<file path="config.mk">
export PLATFORM = sky130hd
export DESIGN_NAME = bus_initiator_flat
export DESIGN_NICKNAME = d
export VERILOG_FILES = /design/src/core/bus_cmd_pkg.sv /design/src/core/bus_cmd_if.sv /design/src/core/bus_initiator.sv /design/src/flat_wrapper.sv
export SDC_FILE = /design/constraint.sdc
export NUM_CORES = 1
export LEC_CHECK = 0
export BUFFER_PORTS_ARGS = -buffer_cell sky130_fd_sc_hd__buf_2
export CORE_MARGIN = 2
export CORE_UTILIZATION = 45
export DETAILED_ROUTE_END_ITERATION = 6
export HOLD_SLACK_MARGIN = 0.02
export MAX_ROUTING_LAYER = met4
export PLACE_DENSITY = 0.7
export REMOVE_ABC_BUFFERS = 1
export SLEW_MARGIN = 20
export SYNTH_ARGS = -nofsm -noshare
export SYNTH_HDL_FRONTEND = slang
export SYNTH_SLANG_ARGS = --single-unit
</file>
<file path="constraint.sdc">
create_clock -name ref_clk -period 6.01 [get_ports ref_clk]
set_input_delay 1.202 -clock ref_clk [delete_from_list [all_inputs] [get_ports ref_clk]]
set_output_delay 1.202 -clock ref_clk [all_outputs]
set_load 0.005 [all_outputs]
</file>
<file path="src/core/bus_cmd_pkg.sv">
package bus_cmd_pkg;
  localparam logic [3:0] CMD_INTA      = 4'h0;
  localparam logic [3:0] CMD_SPECIAL   = 4'h1;
  localparam logic [3:0] CMD_IO_RD     = 4'h2;
  localparam logic [3:0] CMD_IO_WR     = 4'h3;
  localparam logic [3:0] CMD_RSV_A     = 4'h4;
  localparam logic [3:0] CMD_RSV_B     = 4'h5;
  localparam logic [3:0] CMD_MEM_RD_DW = 4'h6;
  localparam logic [3:0] CMD_MEM_WR    = 4'h7;
  localparam logic [3:0] CMD_ALIAS_RD  = 4'h8;
  localparam logic [3:0] CMD_ALIAS_WR  = 4'h9;
  localparam logic [3:0] CMD_CFG_RD    = 4'hA;
  localparam logic [3:0] CMD_CFG_WR    = 4'hB;
  localparam logic [3:0] CMD_SPLIT_CPL = 4'hC;
  localparam logic [3:0] CMD_DUAL_ADDR = 4'hD;
  localparam logic [3:0] CMD_BLK_RD    = 4'hE;
  localparam logic [3:0] CMD_BLK_WR    = 4'hF;
  localparam logic [7:0] BE_NONE       = 8'hFF;
  localparam logic [3:0] BE_NONE4      = 4'hF;
  localparam int         MAX_BYTES     = 4096;
  localparam int         CNT_W         = 13;
  localparam int         ADDR_W        = 64;

  typedef enum logic [3:0] {
    CLS_DWORD = 4'b0001,
    CLS_DP    = 4'b0010,
    CLS_NONE  = 4'b0100,
    CLS_NA    = 4'b1000
  } cmd_class_t;

  // length and byte enable usage class of a command
  function automatic cmd_class_t cmd_class(input logic [3:0] cmd);
    if (cmd == CMD_RSV_A || cmd == CMD_RSV_B || cmd == CMD_DUAL_ADDR) begin
      cmd_class = CLS_NA;
    end else if (cmd == CMD_MEM_WR) begin
      cmd_class = CLS_DP;
    end else if (cmd == CMD_ALIAS_RD || cmd == CMD_ALIAS_WR || cmd[3:2] == 2'b11) begin
      cmd_class = CLS_NONE;
    end else begin
      cmd_class = CLS_DWORD;
    end
  endfunction

  // low-true enables forced off below an unaligned start, per 4-byte nibble
  function automatic logic [3:0] lead_mask(input logic [1:0] a);
    lead_mask = 4'((4'h1 << a) - 4'h1);
  endfunction

  // low-true enables forced off above an unaligned last byte
  function automatic logic [3:0] tail_mask(input logic [1:0] a);
    tail_mask = 4'(~((4'h2 << a) - 4'h1));
  endfunction
endpackage

</file>
<file path="src/core/bus_cmd_if.sv">
`timescale 1ns/100ps
interface bus_cmd_if;
  import bus_cmd_pkg::*;
  logic              addr_valid;
  logic              dual_addr;
  logic [3:0]        cbe_lo_a1;
  logic [3:0]        cbe_hi_a1;
  logic [3:0]        cbe_lo_a2;
  logic [63:0]       addr;
  logic [3:0]        attr_be_n;
  logic [CNT_W-1:0]  byte_cnt;
  logic              req64_n;
  logic              data_valid;
  logic [63:0]       data;
  logic [7:0]        dp_be_n;
  logic              devsel_n;
  logic              target_is32;

  modport initiator (
    output addr_valid, dual_addr, cbe_lo_a1, cbe_hi_a1, cbe_lo_a2, addr, attr_be_n,
           byte_cnt, req64_n, data_valid, data, dp_be_n,
    input  devsel_n, target_is32
  );
  modport target (
    input  addr_valid, dual_addr, cbe_lo_a1, cbe_hi_a1, cbe_lo_a2, addr, attr_be_n,
           byte_cnt, req64_n, data_valid, data, dp_be_n,
    output devsel_n, target_is32
  );
endinterface

</file>
<file path="src/core/bus_initiator.sv">
`timescale 1ns/100ps
module bus_initiator (
  input  wire logic                          ref_clk,
  input  wire logic                          rst_b,
  bus_cmd_if.initiator                       bus,
  input  wire logic                          req_valid,
  output logic                               req_ready,
  input  wire logic [3:0]                    req_cmd,
  input  wire logic [63:0]                   req_addr,
  input  wire logic [bus_cmd_pkg::CNT_W-1:0] req_cnt,
  input  wire logic [3:0]                    req_be_n,
  input  wire logic                          req_wide,
  input  wire logic [63:0]                   req_data,
  output logic                               req_rejected
);
  import bus_cmd_pkg::*;

  typedef enum logic [2:0] {
    I_IDLE = 3'b001,
    I_ADDR = 3'b010,
    I_DATA = 3'b100
  } ini_state_t;

  ini_state_t       state_r;
  logic [3:0]       cmd_r;
  logic [63:0]      addr_r;
  logic [CNT_W-1:0] cnt_r;
  logic [3:0]       be_r;
  logic             wide_r;
  logic [63:0]      data_r;
  logic             bad_req;
  cmd_class_t       cls;
  logic [7:0]       wr_be;
  logic [2:0]       last_a;

  assign cls = cmd_class(req_cmd);
  // reserved and alias codes never leave the initiator; counts outside 1..4096 either
  assign bad_req = cls == CLS_NA || req_cmd == CMD_ALIAS_RD || req_cmd == CMD_ALIAS_WR
                   || req_cnt == '0 || req_cnt > CNT_W'(MAX_BYTES);
  assign req_ready = state_r == I_IDLE;

  always_ff @(posedge ref_clk or negedge rst_b) begin
    if (!rst_b) begin
      state_r <= I_IDLE;
    end else begin
      case (state_r)
        I_IDLE: if (req_valid && !bad_req) state_r <= I_ADDR;
        I_ADDR: state_r <= I_DATA;
        default: state_r <= I_IDLE;
      endcase
    end
  end

  always_ff @(posedge ref_clk or negedge rst_b) begin
    if (!rst_b) begin
      req_rejected <= 1'b0;
    end else begin
      req_rejected <= req_valid && req_ready && bad_req;
    end
  end

  always_ff @(posedge ref_clk or negedge rst_b) begin
    if (!rst_b) begin
      cmd_r  <= CMD_INTA;
      addr_r <= '0;
      cnt_r  <= '0;
      be_r   <= BE_NONE4;
      wide_r <= 1'b0;
      data_r <= '0;
    end else if (req_valid && req_ready && !bad_req) begin
      cmd_r  <= req_cmd;
      addr_r <= req_addr;
      data_r <= req_data;
      if (cls == CLS_DWORD) begin
        cnt_r  <= CNT_W'(4) - CNT_W'(req_addr[1:0]);
        wide_r <= 1'b0;
        be_r   <= req_be_n;
      end else begin
        cnt_r  <= req_cnt;
        wide_r <= req_wide;
        be_r   <= BE_NONE4;
      end
    end
  end

  // last byte offset within the first data phase
  assign last_a = 3'(addr_r[2:0] + 3'(cnt_r - CNT_W'(1)));

  always_comb begin
    wr_be = 8'h00;
    if (wide_r) begin
      if (addr_r[2]) wr_be[3:0] = BE_NONE4;
      wr_be[3:0] = wr_be[3:0] | (addr_r[2] ? 4'h0 : lead_mask(addr_r[1:0]));
      wr_be[7:4] = wr_be[7:4] | (addr_r[2] ? lead_mask(addr_r[1:0]) : 4'h0);
      if (addr_r[2]) wr_be[3:0] = wr_be[3:0] | lead_mask(addr_r[1:0]);
    end else begin
      wr_be[3:0] = lead_mask(addr_r[1:0]);
      wr_be[7:4] = BE_NONE4;
    end
    // short writes also switch off bytes past the last byte
    if (cnt_r < CNT_W'(8) && {1'b0, addr_r[2:0]} + 4'(cnt_r) <= 4'd8) begin
      // a narrow first phase only holds the dword that the start sits in
      if (wide_r ? !last_a[2] : last_a[2] == addr_r[2]) begin
        wr_be[3:0] = wr_be[3:0] | tail_mask(last_a[1:0]);
      end
      if (wide_r && last_a[2]) wr_be[7:4] = wr_be[7:4] | tail_mask(last_a[1:0]);
      if (wide_r && !last_a[2]) wr_be[7:4] = BE_NONE4;
    end
    // 32-bit target behind a 64-bit start at an upper dword
    if (wide_r && bus.target_is32 && addr_r[2]) wr_be[3:0] = wr_be[7:4];
  end

  always_ff @(posedge ref_clk or negedge rst_b) begin
    if (!rst_b) begin
      bus.addr_valid <= 1'b0;
      bus.dual_addr  <= 1'b0;
      bus.cbe_lo_a1  <= BE_NONE4;
      bus.cbe_hi_a1  <= BE_NONE4;
      bus.cbe_lo_a2  <= BE_NONE4;
      bus.addr       <= '0;
      bus.attr_be_n  <= BE_NONE4;
      bus.byte_cnt   <= '0;
      bus.req64_n    <= 1'b1;
      bus.data_valid <= 1'b0;
      bus.data       <= '0;
      bus.dp_be_n    <= BE_NONE;
    end else begin
      bus.addr_valid <= state_r == I_ADDR;
      bus.data_valid <= state_r == I_DATA;
      if (state_r == I_ADDR) begin
        bus.dual_addr <= addr_r[63:32] != 32'h0000_0000;
        bus.cbe_lo_a1 <= (addr_r[63:32] != 32'h0000_0000) ? CMD_DUAL_ADDR : cmd_r;
        bus.cbe_hi_a1 <= cmd_r;
        bus.cbe_lo_a2 <= cmd_r;
        // no-address commands drive a stable zero
        bus.addr      <= (cmd_r == CMD_INTA || cmd_r == CMD_SPECIAL) ? '0 : addr_r;
        bus.attr_be_n <= be_r;
        bus.byte_cnt  <= cnt_r;
        bus.req64_n   <= !wide_r;
      end
      if (state_r == I_DATA) begin
        bus.data    <= data_r;
        bus.dp_be_n <= (cmd_r == CMD_MEM_WR) ? wr_be : BE_NONE;
      end else begin
        bus.dp_be_n <= BE_NONE;
      end
    end
  end
endmodule

</file>
<file path="src/flat_wrapper.sv">
// flat-port wrapper written by rule: the top's interface ports become plain ports
module bus_initiator_flat import bus_cmd_pkg::*;
  (ref_clk, rst_b, req_valid, req_ready, req_cmd, req_addr, req_cnt, req_be_n, req_wide, req_data, req_rejected, bus_addr_valid, bus_dual_addr, bus_cbe_lo_a1, bus_cbe_hi_a1, bus_cbe_lo_a2, bus_addr, bus_attr_be_n, bus_byte_cnt, bus_req64_n, bus_data_valid, bus_data, bus_dp_be_n, bus_devsel_n, bus_target_is32);
  bus_cmd_if bus_i ();
  input  wire logic ref_clk;
  input  wire logic rst_b;
  input  wire logic req_valid;
  output logic req_ready;
  input  wire logic [3:0] req_cmd;
  input  wire logic [63:0] req_addr;
  input  wire logic [bus_cmd_pkg::CNT_W-1:0] req_cnt;
  input  wire logic [3:0] req_be_n;
  input  wire logic req_wide;
  input  wire logic [63:0] req_data;
  output logic req_rejected;
  output wire logic [$bits(bus_i.addr_valid)-1:0] bus_addr_valid;
  output wire logic [$bits(bus_i.dual_addr)-1:0] bus_dual_addr;
  output wire logic [$bits(bus_i.cbe_lo_a1)-1:0] bus_cbe_lo_a1;
  output wire logic [$bits(bus_i.cbe_hi_a1)-1:0] bus_cbe_hi_a1;
  output wire logic [$bits(bus_i.cbe_lo_a2)-1:0] bus_cbe_lo_a2;
  output wire logic [$bits(bus_i.addr)-1:0] bus_addr;
  output wire logic [$bits(bus_i.attr_be_n)-1:0] bus_attr_be_n;
  output wire logic [$bits(bus_i.byte_cnt)-1:0] bus_byte_cnt;
  output wire logic [$bits(bus_i.req64_n)-1:0] bus_req64_n;
  output wire logic [$bits(bus_i.data_valid)-1:0] bus_data_valid;
  output wire logic [$bits(bus_i.data)-1:0] bus_data;
  output wire logic [$bits(bus_i.dp_be_n)-1:0] bus_dp_be_n;
  input wire logic [$bits(bus_i.devsel_n)-1:0] bus_devsel_n;
  input wire logic [$bits(bus_i.target_is32)-1:0] bus_target_is32;
  assign bus_addr_valid = bus_i.addr_valid;
  assign bus_dual_addr = bus_i.dual_addr;
  assign bus_cbe_lo_a1 = bus_i.cbe_lo_a1;
  assign bus_cbe_hi_a1 = bus_i.cbe_hi_a1;
  assign bus_cbe_lo_a2 = bus_i.cbe_lo_a2;
  assign bus_addr = bus_i.addr;
  assign bus_attr_be_n = bus_i.attr_be_n;
  assign bus_byte_cnt = bus_i.byte_cnt;
  assign bus_req64_n = bus_i.req64_n;
  assign bus_data_valid = bus_i.data_valid;
  assign bus_data = bus_i.data;
  assign bus_dp_be_n = bus_i.dp_be_n;
  assign bus_i.devsel_n = bus_devsel_n;
  assign bus_i.target_is32 = bus_target_is32;
  bus_initiator u_core (.ref_clk(ref_clk), .rst_b(rst_b), .bus(bus_i), .req_valid(req_valid), .req_ready(req_ready), .req_cmd(req_cmd), .req_addr(req_addr), .req_cnt(req_cnt), .req_be_n(req_be_n), .req_wide(req_wide), .req_data(req_data), .req_rejected(req_rejected));
endmodule
</file>
# [Word level (Yosys, flattened, before mapping)]
# Cells that the tools add are included.
[word_totals] register_bits=319 inputBits=155 output_inout_bits=171 wordCells=99
[classes] addsub=6 n_lt_le_gt_ge=3 eq_ne=16 shifts=2 n_mux=24 n_bitwise=5 n_reduce_logical=24
[ops] cell="64-bit two-way mux" n=1
[ops] cell="4-bit two-way mux" n=12
[ops] cell="8-bit two-way mux" n=4
[ops] cell="32-bit nonzero test" n=1
[ops] cell="4-bit by 3-bit equality test with 1-bit output (second input constant)" n=4
[ops] cell="4-bit equality test (second input constant)" n=4
[ops] cell="4-bit OR" n=4
[ops] cell="13-bit > comparator (second input constant)" n=1
[ops] cell="13-bit zero test" n=1
[ops] cell="13-bit by 4-bit less-than comparator with 1-bit output (second input constant)" n=1
[ops] cell="13-bit two-way mux" n=1
[ops] cell="1-bit logical AND" n=9
[ops] cell="1-bit logical OR" n=9
[ops] cell="3-bit two-way mux" n=3
[ops] cell="4-bit by 1-bit equality test with 1-bit output (second input constant)" n=2
[ops] cell="4-bit by 1-bit subtractor with 4-bit output (second input constant)" n=2
[ops] cell="3-bit case mux with 2 select lines" n=1
[ops] cell="3-bit by 4-bit adder with 4-bit output" n=1
[ops] cell="4-bit <= comparator (second input constant)" n=1
[ops] cell="4-bit zero test" n=1
[ops] cell="4-bit inverter" n=1
[ops] cell="1-bit by 2-bit left shift with 4-bit output (first input constant)" n=1
[ops] cell="2-bit by 2-bit left shift with 4-bit output (first input constant)" n=1
[ops] cell="3-bit by 2-bit subtractor with 4-bit output (first input constant)" n=1
[ops] cell="other kinds (10)" n=13

# [Depth between registers and ports, before layout]
[logic_depth] depth_word=15 depth_mapped=8

# [Least setup slack after synthesis]
# Ideal clock, no wire load.
[synth_path] path_type="in2reg" startpoint="input req_cnt[11] (netlist bit)" endpoint="register u_core.addr_r[62]" t_arrival_ps=2644 t_required_ps=5885 path_slack_ps=3241 path_stages=7 n_path_buf=3 cell_sequence="nor4_1 -> a31oi_1 -> and4bb_1 -> buf_6 -> buf_6 -> buf_6 -> mux2_4"
[synth_between] elab_chain_cells=5
[synth_lines] element="start: declaration" line="flat_wrapper.sv:11" text="input wire logic [bus_cmd_pkg::CNT_W-1:0] req_cnt;"
[synth_lines] element="branches (longest 2 deep; another with 13-bit > comparator)"
[synth_lines] element="1-bit logical OR *" line="bus_initiator.sv:39" text="|| req_cnt == '0 || req_cnt > CNT_W'(MAX_BYTES);"
[synth_lines] element="1-bit zero test *" line="bus_initiator.sv:70" text="end else if (req_valid && req_ready && !bad_req) begin"
[synth_lines] element="1-bit logical AND *" line="bus_initiator.sv:70"
[synth_lines] element="end signal: assignment" line="bus_initiator.sv:72" text="addr_r <= req_addr;"
[synth_lines] element="end: declaration" line="bus_initiator.sv:26" text="logic [63:0] addr_r;"
# Every way passes the cells marked *.
# A chain may end at the register's enable or synchronous reset.

# [Final worst setup path]
[layout_path] startpoint="input req_cnt[11] (netlist bit)" endpoint="register u_core.data_r[57]"
[layout_between] elab_chain_cells=5
[layout_lines] element="branches (longest 2 deep; another with 13-bit > comparator)"
[layout_lines] element="1-bit logical OR *" line="bus_initiator.sv:39"
[layout_lines] element="1-bit zero test *" line="bus_initiator.sv:70"
[layout_lines] element="1-bit logical AND *" line="bus_initiator.sv:70"
[layout_lines] element="end signal: assignment" line="bus_initiator.sv:73" text="data_r <= req_data;"
[layout_lines] element="end: declaration" line="bus_initiator.sv:30" text="logic [63:0] data_r;"
# Marks and branches as above.

==> metrics.md <==
| Metric | Value |
|---|---|
| Status | `finished, final reports clean` |
| Ys Warns | `0` |
| Number of synthesized flops with an enable pin | `0` |
| Post-route ant nets | `0` |
| Switching Share | `26.2%` |
| Post-layout min period | `3.12 ns` |
| Area growth syn-to-layout | `25.6%` |
| Commonest cells post-synth | `293 x dfrtp_1, 137 x mux2_2, 65 x a22o_1` |
| Fill count | `2301` |
| Net Sw Power | `~0.0017 W` |
| Num CTS Buffers | `35` |
| FFs w/ async S/R, synth | `100%` |
| Setup_tns | `0 ns` |
| H-tree levels | `2` |
| Crit. End Element | `flop` |
| Setup Crit Path Kind | `input pin to flop` |
| I/O pin count | `326` |
| Critical-path cell list | `buf_2 -> nor4_1 -> a31oi_1 -> and4bb_4 -> buf_12 -> mux2_2` |
| Clock power frac | `34.1%` |
| GRT Overall Usage | `about a fifth` |
| WL final | `28.4 mm` |
| Tot Pwr | `0.00656 W` |
| Syn_area_per_cell | `14.9 sq um` |
| Share of cells above drive strength 1 | `51.6%` |
| Cell-internal power | `between 0.004 and 0.005 W` |
| Layout Skew | `0.0145 ns` |
| Detailed Place HPWL | `18.9 mm` |
| TritonCTS clock tree | `done` |
| Mapped Area | `about 0.013 sq mm` |
| Port Buffer Count | `about 320` |
| RSZ-0062 raised after global routing | `no` |
| Part of the cycle the worst path needs | `52.0%` |
| Worst-margin pin slew | `~1 ns` |
| Final Wtd Congestion | `0.883` |
| Core ar. | `0.0276 sq mm` |
| Crit path max fanout | `43` |
| Post-Syn Instances | `843` |
| First-pass GRT wire length | `44.0 mm` |
| Setup Viol. Count Final | `0` |
| Max-slew violation count | `0` |
| Max incr delay on CP | `0.67 ns` |
| Clock slew seen by the registers of the worst setup and hold paths | `0.05 ns` |
| Max-cap violations | `0` |
| Cts hold-fix bufs | `0` |
| Buf+Inv Stages, Crit Path | `2` |
| Fmax | `roughly 0.32 GHz` |
| CP delay by family, top | `simple AND/OR/NAND/NOR gates` |
| Skew-Pair Late Insertion Delay | `0.50 ns` |
| Congestion Overflow GR | `0` |
| Final hold vios | `0` |
| Residual DRC | `0` |
| Vias in the first global route | `between 8000 and 9000` |
| Clk sinks | `319` |
| Worst Path Arrival | `between 3 and 4 ns` |
| Row count | `61` |
| CP Launch Type | `input pin` |
| Final setup margin | `slightly below 3 ns` |
| DP Worst Slack | `about 2.3 ns` |
| Setup bufs post-CTS | `0` |
| Top-count cell post-synth | `dfrtp_1` |
| Pin count of the biggest net entering global routing | `184` |
| Initial antenna violation count | `5` |
| Register area share after synthesis | `63.8%` |
| Top cell type's share of synthesized area | `58.4%` |
| Synth area leader | `dfrtp_1` |
| Post_cts resized | `0` |
| Die area | `0.0293 sq mm` |
| Required time worst endpoint | `between 6 and 7 ns` |
| Hold crit path type | `flop to flop` |
| Die width | `171 um` |
| Pwr per Cell Area | `around 420 mW/mm^2` |
| Yosys reg bits | `between 300 and 400` |
| Root Buffer | `clkbuf_16` |
| Sequential share of power | `46.0%` |
| CTS Buffer Depth | `3` |
| DRT Pass-1 Iters | `5` |
| Vias post-DR | `7987` |
| Post-DR wirelength/cell | `18.0 um` |
| Die Ht | `171 um` |
| Distinct cells, synth | `49` |
| Layout net count | `1328` |
| Max IR drop VDD | `0.249 mV` |
| Lkg Pwr | `7.95 nW` |
| Initial core utilization | `45.4%` |
| Slew HR | `31.4%` |
| Initial drt markers | `470` |
| Slowest CP cell | `and4bb_4` |
| Top FF cell, synth | `dfrtp_1` |
| Top cells by area, synth | `dfrtp_1 58%, mux2_2 12%, mux2_4 7.1%, dfstp_2 5.4%, a22o_1 4.5%` |
| Vias per std cell | `5.07` |
| Combinational power share | `between 10% and 20%` |
==> cell usage in the layout (no fill, tap or decap), types with 17 or more instances in the layout <==
master and instances:
clkbuf_16 36, inv_1 32, dfrtp_1 293, mux2_4 59, dfstp_2 26, a22o_1 65, mux2_2 137, nand2_1 45
o21ai_0 24, nor2_1 17, buf_2 323, mux2i_1 21
==> cell type report <==
cell class	count	area, sq um	area share (%)
antenna	5	12.5	0.0793
clock buffer	55	1070	6.80
clock inverter	8	155	0.984
inverter	33	124	0.785
multi-input combinational	442	4170	26.4
sequential	319	8020	50.8
tap	378	473	3.00
timing repair buffer	334	1760	11.1
==> cells by family after synthesis <==
| group | Yosys count | share of synthesized area, % |
|---|---|---|
| flip-flops | 319 | 63.8 |
| adder cells (fa/ha/maj) | 8 | 0.857 |
| AND/OR/NAND/NOR | 102 | 3.93 |
| XOR/XNOR | 4 | 0.508 |
| AO/OA/AOI/OAI | 111 | 6.68 |
| multiplexers | 217 | 21.0 |
| buffers and inverters | 82 | 3.19 |
==> sequential cells by signal, indices dropped and copies added (netlist names), 8 cells and up <==
| name | flops |
|---|---|
| u_core.addr_r | 64 |
| u_core.bus.addr | 64 |
| u_core.bus.byte_cnt | 13 |
| u_core.bus.data | 64 |
| u_core.bus.dp_be_n | 8 |
| u_core.cnt_r | 13 |
| u_core.data_r | 64 |
==> worst paths after layout <==
path                                         from                     end  slack, ns  cells past startpoint
hold / removal             u_core.bus.byte_cnt[2]  u_core.bus.byte_cnt[2]       0.48                      2
setup reg to reg                u_core.state_r[0]       u_core.data_r[57]       3.21                      5
min in group asynchronous                   rst_b  u_core.bus.byte_cnt[3]       0.73                      2
max in group asynchronous                   rst_b        u_core.addr_r[4]       4.39                      2
hold reg to reg            u_core.bus.byte_cnt[2]  u_core.bus.byte_cnt[2]       0.48                      2
setup / recovery                      req_cnt[11]       u_core.data_r[57]       2.89                      6
==> per-layer routing <==
layer / part of all wire, % / GRT usage [%] / vias to the layer above
met1: 44 / 25.8 / 4014
li1: - / - / 3656
met3: 6.5 / 5.23 / 48
met5: 0 / - / -
met4: 2.3 / 6.04 / 0
met2: 47 / 30.0 / 269
==> power by group through the flow <==
stage	clock [W]	sequential, W	combinational [W]
floorplan	0	0.00300	0.000779
global placement	0	0.00302	0.00128
detailed placement	0	0.00305	0.00132
CTS	0.00230	0.00302	0.00132
global route	0.00240	0.00309	0.00144
finish	0.00224	0.00302	0.00131
==> stage by stage <==
| stage | utilization [%] | std cells | hold WS, ns | instance area (sq um) |
|---|---|---|---|---|
| 5_1_grt | 57.1 | 1574 | 0.497 | 15800 |
| 6_report | 57.1 | 1574 | 0.475 | 15800 |
| 4_1_cts | 57.0 | 1569 | 0.478 | 15800 |
| 3_5_place_dp | 52.6 | 1506 | 0.464 | 14500 |
| 2_1_floorplan | - | 794 | 0.451 | 12300 |
| 3_3_place_gp | 52.6 | 1506 | 0.457 | 14500 |
==> worst register-to-register path, cell delays in order, from the launching register on <==
cell,delay [ns]
dfstp_2,0.54
nor3b_1,0.47
nand2_1,0.17
and4bb_4,0.70
buf_12,0.39
mux2_2,0.43
No activity file was read; power rests on OpenSTA's default activity.
